$ cat src/design/lfst_consts.svh
`ifndef LFST_CONSTS_SVH
`define LFST_CONSTS_SVH

// Serial command code of the status word
`define LFST_CMD_STATUS 8'h12

// Status word field positions
`define LFST_BIT_TX_READY 10
`define LFST_BIT_TX_ENABLED 9
`define LFST_BIT_EN_PIN 8
`define LFST_BIT_TWICE 7
`define LFST_BIT_ONCE 6
`define LFST_BIT_FAULTED 5
`define LFST_BIT_UNDER_VOLT 4
`define LFST_BIT_LOAD_ERR 3
`define LFST_BIT_OVER_PWR 2
`define LFST_BIT_UNDER_PWR 1
`define LFST_BIT_OVER_CUR 0
`define LFST_LATCH_HI 4
`define LFST_LATCH_LO 0

// Power-on values of the state bits
`define LFST_RST_TX_READY 1'h0
`define LFST_RST_TWICE 1'h0
`define LFST_RST_ONCE 1'h1
`define LFST_RST_FAULTED 1'h1
`define LFST_RST_LATCHED 5'h10

// Repeat-fault window
`define LFST_WINDOW_MS 25
`define LFST_CLK_HZ 20000000
`define LFST_MS_PER_S 1000

`endif

$ cat src/design/lfst_pkg.sv
package lfst_pkg;

  // Five clear-on-read fault indicators, in status word order
  typedef struct packed {
    logic underVolt;
    logic loadErr;
    logic overPwr;
    logic underPwr;
    logic overCur;
  } lfst_latched_t;

  // Configuration levels from the device's configuration register
  typedef struct packed {
    logic softEn;
    logic enActiveHigh;
    logic repFltInhibit;
    logic autoShutdnEn;
    logic overPwrEn;
    logic underPwrEn;
    logic overCurrentEn;
    logic closedLoopPowerMode;
  } lfst_config_t;

  // Condition inputs from the analog monitors and the loader
  typedef struct packed {
    logic currentsSettled;
    logic monitorAboveSetPoint;
    logic monitorBelowSetPoint;
    logic memLoadStart;
    logic memLoadDone;
    logic memLoadOk;
  } lfst_sense_t;

endpackage

$ cat src/design/laser_fault_status_tracker.sv
`timescale 1ns/1ps
`include "lfst_consts.svh"

// How it works
// - Ready bit set when settled, cleared by fault
// - Enabled bit needs pin, soft enable, no fault
// - Bit 8 shows raw enable pin level
// - Pin bit follows real pin from reset
// - Once/twice flags only with repeat inhibit set
// - Once flag set when faulted transmitter disabled
// - Fault within 25ms of re-enable sets twice
// - Quiet 25ms after re-enable clears once
// - Twice flag locks transmitter off until power cycle
// - Any fault sets faulted bit, no shutdown alone
// - Undervoltage always latched, set at power-up
// - Status read clears only bits 4..0
// - Started load that ends without ok latches load error
// - Overpower latched if enabled and closed loop
// - Underpower latched if enabled and closed loop
// - Overcurrent latched if enabled and bias exceeds limit
// - Auto shutdown disables transmitter on fault
module laser_fault_status_tracker #(
  parameter int WINDOW_CYCLES =
    `LFST_WINDOW_MS * (`LFST_CLK_HZ / `LFST_MS_PER_S),
  parameter int LIMIT_WIDTH = 7
) (
  input wire logic clk,
  input wire logic rst,
  input wire logic enPin,
  input wire logic underVoltPin,
  input wire lfst_pkg::lfst_config_t cfg,
  input wire lfst_pkg::lfst_sense_t sense,
  input wire logic [LIMIT_WIDTH-1:0] biasCurrent,
  input wire logic [LIMIT_WIDTH-1:0] biasLimitRegister,
  input wire logic [7:0] cmdCode,
  input wire logic rdStrobe,
  output logic [15:0] rdData,
  output logic rdValid,
  output logic [15:0] statusWord,
  output logic txEnable,
  output logic faultActive
);
  import lfst_pkg::*;

  localparam int TW = $clog2(WINDOW_CYCLES + 1);
  localparam logic [TW-1:0] WINDOW_LAST = TW'(WINDOW_CYCLES - 1);
  localparam int LATCH_W = $bits(lfst_latched_t);
  localparam logic [LATCH_W-1:0] LATCH_RESET = `LFST_RST_LATCHED;

  typedef struct packed {
    logic txReady;
    logic twice;
    logic once;
    logic faulted;
    logic prevUserEn;
    logic windowOn;
    logic [TW-1:0] windowCnt;
    logic loadBusy;
    logic [15:0] rdData;
    logic rdValid;
  } lfst_state_t;

  lfst_state_t r;
  lfst_state_t next_r;

  logic enLevel;
  logic uvLevel;
  logic pinActive;
  logic userEn;
  logic userRise;
  logic userFall;
  logic statusRead;
  logic apcOk;
  logic biasOver;
  logic overPwrGate;
  logic underPwrGate;
  logic overCurGate;
  logic loadFail;
  logic userClear;
  logic windowStart;
  logic windowAbort;
  logic windowExpire;
  logic repeatFault;
  logic shutdownHold;
  logic settledOk;
  wire logic [LATCH_W-1:0] latchedBits;
  lfst_latched_t events;
  logic newFault;
  logic txOn;
  logic [15:0] word;

  // No reset on the synchronisers: bit 8 shows the pin from power-on
  lfst_sync2 u_en_sync (
    .clk(clk),
    .pinIn(enPin),
    .pinOut(enLevel)
  );
  lfst_sync2 u_uv_sync (
    .clk(clk),
    .pinIn(underVoltPin),
    .pinOut(uvLevel)
  );

  // Bit 8 stays raw; polarity only shapes the user enable
  assign pinActive = (enLevel == cfg.enActiveHigh);
  assign userEn = pinActive && cfg.softEn;
  assign userRise = !r.prevUserEn && userEn;
  assign userFall = r.prevUserEn && !userEn;
  assign statusRead = rdStrobe && (cmdCode == `LFST_CMD_STATUS);
  assign apcOk = cfg.closedLoopPowerMode;

  // Power faults only mean something in closed loop
  assign biasOver = (biasCurrent > biasLimitRegister);
  assign overPwrGate = cfg.overPwrEn && apcOk;
  assign underPwrGate = cfg.underPwrEn && apcOk;
  assign overCurGate = cfg.overCurrentEn;
  assign loadFail = r.loadBusy && sense.memLoadDone && !sense.memLoadOk;

  // Fault sources seen this cycle
  always_comb begin
    events = '0;
    events.underVolt = uvLevel;
    events.loadErr = loadFail;
    events.overPwr = overPwrGate && sense.monitorAboveSetPoint;
    events.underPwr = underPwrGate && sense.monitorBelowSetPoint;
    events.overCur = overCurGate && biasOver;
  end

  assign newFault = |events;
  assign userClear = userFall && r.faulted;
  assign windowStart = userRise && r.once && !r.twice;
  assign windowAbort = r.windowOn && !userEn;
  assign windowExpire = r.windowOn && (r.windowCnt == WINDOW_LAST);
  assign repeatFault = r.windowOn && newFault && cfg.repFltInhibit;
  assign shutdownHold = r.faulted && cfg.autoShutdnEn;
  assign settledOk = sense.currentsSettled && !newFault;

  // One latch per indicator; a fault in the read cycle beats the clear
  for (genvar i = 0; i < LATCH_W; i++) begin : g_latch
    lfst_latch_bit #(
      .RESET_VALUE(LATCH_RESET[i])
    ) u_bit (
      .clk(clk),
      .rst(rst),
      .setEvent(events[i]),
      .clearRead(statusRead),
      .flag(latchedBits[i])
    );
  end

  // Laser keeps running through a fault unless auto shutdown is on or a repeat fault set twice
  assign txOn = userEn
                && !r.twice
                && !shutdownHold;

  always_comb begin
    word = '0;
    word[`LFST_BIT_TX_READY] = r.txReady;
    word[`LFST_BIT_TX_ENABLED] = txOn && !r.faulted;
    word[`LFST_BIT_EN_PIN] = enLevel;
    word[`LFST_BIT_TWICE] = r.twice && cfg.repFltInhibit;
    word[`LFST_BIT_ONCE] = r.once && cfg.repFltInhibit;
    word[`LFST_BIT_FAULTED] = r.faulted;
    word[`LFST_LATCH_HI:`LFST_LATCH_LO] = latchedBits;
  end

  always_comb begin
    next_r = r;
    next_r.prevUserEn = userEn;
    next_r.rdValid = statusRead;
    if (statusRead) begin
      next_r.rdData = word;
    end

    // A done without a start is no load error
    if (sense.memLoadStart) begin
      next_r.loadBusy = 1'b1;
    end else if (sense.memLoadDone) begin
      next_r.loadBusy = 1'b0;
    end

    next_r.txReady = txOn && !r.faulted && settledOk;

    // Disabling the transmitter is the attempt to clear a fault
    if (userClear) begin
      next_r.faulted = 1'b0;
      if (cfg.repFltInhibit) begin
        next_r.once = 1'b1;
      end
    end
    if (newFault) begin
      next_r.faulted = 1'b1;
    end

    // Window opens on re-enable; dropping the enable again aborts it
    if (windowStart) begin
      next_r.windowOn = 1'b1;
      next_r.windowCnt = '0;
    end else if (repeatFault) begin
      next_r.twice = 1'b1;
      next_r.windowOn = 1'b0;
    end else if (windowAbort) begin
      next_r.windowOn = 1'b0;
    end else if (windowExpire) begin
      next_r.once = 1'b0;
      next_r.windowOn = 1'b0;
    end else if (r.windowOn) begin
      next_r.windowCnt = r.windowCnt + 1'b1;
    end
  end

  always_ff @(posedge clk) begin
    if (rst) begin
      r <= '0;
      r.txReady <= `LFST_RST_TX_READY;
      r.twice <= `LFST_RST_TWICE;
      r.once <= `LFST_RST_ONCE;
      r.faulted <= `LFST_RST_FAULTED;
      // History follows the enable, so release makes no false edge
      r.prevUserEn <= next_r.prevUserEn;
    end else begin
      r <= next_r;
    end
  end

  assign rdData = r.rdData;
  assign rdValid = r.rdValid;
  assign statusWord = word;
  assign txEnable = txOn;
  assign faultActive = r.faulted;
endmodule // laser_fault_status_tracker

// Pin synchroniser; runs free so the level is known at reset release
module lfst_sync2 #(
  parameter int STAGES = 2
) (
  input wire logic clk,
  input wire logic pinIn,
  output logic pinOut
);
  import lfst_pkg::*;

  typedef struct packed {
    logic [STAGES-1:0] stage;
  } lfst_sync_state_t;

  lfst_sync_state_t r;
  lfst_sync_state_t next_r;

  // Only the last stage is read; the first may be metastable
  always_comb begin
    next_r = r;
    next_r.stage = {r.stage[STAGES-2:0], pinIn};
  end

  always_ff @(posedge clk) begin
    r <= next_r;
  end

  assign pinOut = r.stage[STAGES-1];
endmodule // lfst_sync2

// Clear-on-read indicator; a set in the read cycle wins over the clear
module lfst_latch_bit #(
  parameter logic RESET_VALUE = 1'h0
) (
  input wire logic clk,
  input wire logic rst,
  input wire logic setEvent,
  input wire logic clearRead,
  output logic flag
);
  import lfst_pkg::*;

  typedef struct packed {
    logic flag;
  } lfst_latch_state_t;

  lfst_latch_state_t r;
  lfst_latch_state_t next_r;

  always_comb begin
    next_r = r;
    if (clearRead) begin
      next_r.flag = 1'h0;
    end
    if (setEvent) begin
      next_r.flag = 1'h1;
    end
  end

  always_ff @(posedge clk) begin
    if (rst) begin
      r.flag <= RESET_VALUE;
    end else begin
      r <= next_r;
    end
  end

  assign flag = r.flag;
endmodule // lfst_latch_bit

$ cat config.mk
export PLATFORM = sky130hd
export DESIGN_NAME = laser_fault_status_tracker
export DESIGN_NICKNAME = d
export VERILOG_FILES = /design/src/design/lfst_pkg.sv /design/src/design/laser_fault_status_tracker.sv
export VERILOG_INCLUDE_DIRS = /design/src /design/src/design
export SDC_FILE = /design/constraint.sdc
export NUM_CORES = 1
export LEC_CHECK = 0
export BUFFER_PORTS_ARGS = -buffer_cell sky130_fd_sc_hd__buf_2
export CORE_MARGIN = 1.5
export CORE_UTILIZATION = 51
export DETAILED_ROUTE_END_ITERATION = 10
export PLACE_DENSITY = 0.8
export SYNTH_ARGS = -nofsm -noshare
export SYNTH_HDL_FRONTEND = slang
export SYNTH_SLANG_ARGS = --single-unit
$ cat constraint.sdc
create_clock -name clk -period 2.3 [get_ports clk]
set_input_delay 0.115 -clock clk [delete_from_list [all_inputs] [get_ports clk]]
set_output_delay 0.115 -clock clk [all_outputs]
set_load 0.05 [all_outputs]
==> run metrics <==
RSZ-0062 raised after global routing=false; Final Cycle Share=91.1%; first-pass GRT wire length=8620 um; WL/cell=13.7 um; Max Buffers Root-to-Sink=2; most numerous cell in the Yosys netlist=dfxtp_1; Crit path top cell by count=nor4_1; power density cells=589 mW/mm^2; Starting Density=52.4%; sequential area share after synthesis=38.3%; synth cell count leaders=dfxtp_1, buf_4, nor2_1, a21oi_1, nand2_1; max incr delay on CP=0.47 ns; CTS Hold Bufs=2; sequential share of power=50.6%; Yosys reg bits=47; Clock H-tree levels=2; global route total overflow=0; # port buffers=65; Ports=76; Root Buffer Master=clkbuf_8; top_reg_cell synth=dfxtp_1; Mapped Cells=283; warning count from the yosys run=0; final setup TNS=0 ns; WHS=0.0278 ns; CP Data Required Time=2.48 ns; Sw Pwr=430 uW; clk_lat worst skew=0.30 ns; post-route total power=1650 uW; Final Wtd Congestion=0.876; P_int=1220 uW; die width=72.4 um; antenna violations before repair=0; P_leak=0.00129 uW; FP Rows=25; Avg Cell Area, Syn=8.68 um^2; largest net degree at the start of global routing=31; Final nets=381; Clock Pin Slew Worst Setup and Hold Paths=0.08 ns; Combinational Power Share=14.1%; share of layout cells above drive strength 1=25.6%; die height=72.4 um; clock network fraction of design power=35.3%; Area Overhead vs Synth=14.0%; FF+latch area=941 um^2; vias per cell=5.67; Slew Limit Fails=0; postcts setup bufs=0; core area=0.00469 mm^2; GR Util All Layers=20.8%; Setup Viol. Count Final=0; FFs w/ async S/R, synth=0%; clk_skew=0.00675 ns; Slowest-stage cell, CP=or4b_1; critical path class=flop to flop; post-synth top area cell=dfxtp_1; CTS tree=built; Max-Cap Viols=0; startpoint types=flop; multi-input combinational cell area=0.00123 mm^2; endpoints failing hold=0; Post-Layout Cell Count=386; status=complete, no violations; CTS buffer count=5; CP max FO=8; DR pass1 iterations=4; CP Cell Sequence=or4b_1 -> nor4_1 -> buf_4 -> nand2b_1 -> nor4_1 -> mux2i_1; hold crit path type=input pin to flop; clock net sink count=47; peak supply drop=0.264 mV; # DRC=0; drt first-iter violations=110; post-DP HPWL=3850 um; Synth area leaders=dfxtp_1, buf_4, mux2i_1, ha_1, nor2_1; Data arrival, critical path=2.28 ns; Tmin final=2.10 ns; placed cell count=377; element type at the critical path end=flop; Cell variety after synth=51; vias in the first global route=2,054; Post-Syn Area=0.00246 mm^2; Sw Ratio=26.1%; n_diodes=0; WL final=5300 um; Fmax achieved=477 MHz; routed via count=2,188; top-area cell type share of the netlist area=38.3%; Detail Route Antenna Nets=0; Resize count post-CTS=0; die area=0.00524 mm^2; number of synthesized flops with an enable pin=0; fill count=437
final timing paths:
| path | from | end | slack, ns | depth (start not counted) |
|---|---|---|---|---|
| max | r[26] | r[25] | 0.20 | 6 |
| min | sense[2] | r[17] | 0.03 | 3 |
| max reg2reg | r[26] | r[25] | 0.20 | 6 |
| min reg2reg | u_uv_sync.r[0] | u_uv_sync.r[1] | 0.33 | 0 |
kinds of logic after synthesis:
kind of cell | count (synthesis) | synth area share [%]
flops | 47 | 38.3
mux | 13 | 5.30
buf+inv | 53 | 12.9
compound gates | 52 | 13.7
xor+xnor | 1 | 0.356
simple gates | 108 | 25.3
fa+ha+maj | 8 | 4.07
other cells | 1 | 0.153
area by class of cell:
type | count | share of cell area (%)
repair buffers | 74 | 14.7
multi-input cells | 192 | 44.1
clock buffers | 6 | 2.59
clock inverters | 1 | 1.07
inverters | 12 | 1.61
well taps | 54 | 2.41
flip-flops and latches | 47 | 33.6
worst max-delay path, delay by kind of cell, from the launching register on:
family	cells	cell delay, ns
buffers and inverters	1	0.22
flip-flops	1	0.44
multiplexers	1	0.13
AND/OR/NAND/NOR	4	1.18
state kept, by name (all words and copies together) (netlist names):
name and flops:
u_en_sync.r 2, rdValid 1, statusWord 1, rdData 11, faultActive 1, r 24
u_uv_sync.r 2, g_latch.u_bit.flag 5
cells in the final DEF, fill, tap and decap left out, drive strengths merged, types with 3 or more instances in the layout:
master and count:
buf 72, dfxtp 47, nor2 25, nand2 19, a21oi 19, mux2i 13
inv 12, nand3 11, or4 10, conb 10, ha 8, nand4 8
o21ai 8, nand2b 6, o211ai 6, clkbuf 6, o31ai 5, and2 5
or3 4, nor4 3
power by group through the flow:
stage / logic [uW] / registers [uW] / clock network, uW
3_5_place_dp: 227 / 853 / 0
3_3_place_gp: 222 / 853 / 0
4_1_cts: 231 / 834 / 589
5_1_grt: 251 / 836 / 620
6_report: 233 / 834 / 582
2_1_floorplan: 175 / 853 / 0
stage by stage:
stage	area [um^2]	setup WS [ns]	util (%)
detailed placement	2680	0.217	57.1
global route	2800	0.0401	59.7
CTS	2800	0.225	59.7
floorplan	2490	0.197	-
finish	2800	0.204	59.7
global placement	2680	0.272	57.1
per-layer routing:
metal  vias to the layer above  global-route usage [%]  wire length [um]
met5                         -                       0                 0
met4                         0                    9.43               109
met3                         9                    4.72               307
met2                        74                    37.3              2570
met1                      1034                    23.4              2310
li1                       1071                       -                 -
No activity file was read; power rests on OpenSTA's default activity.
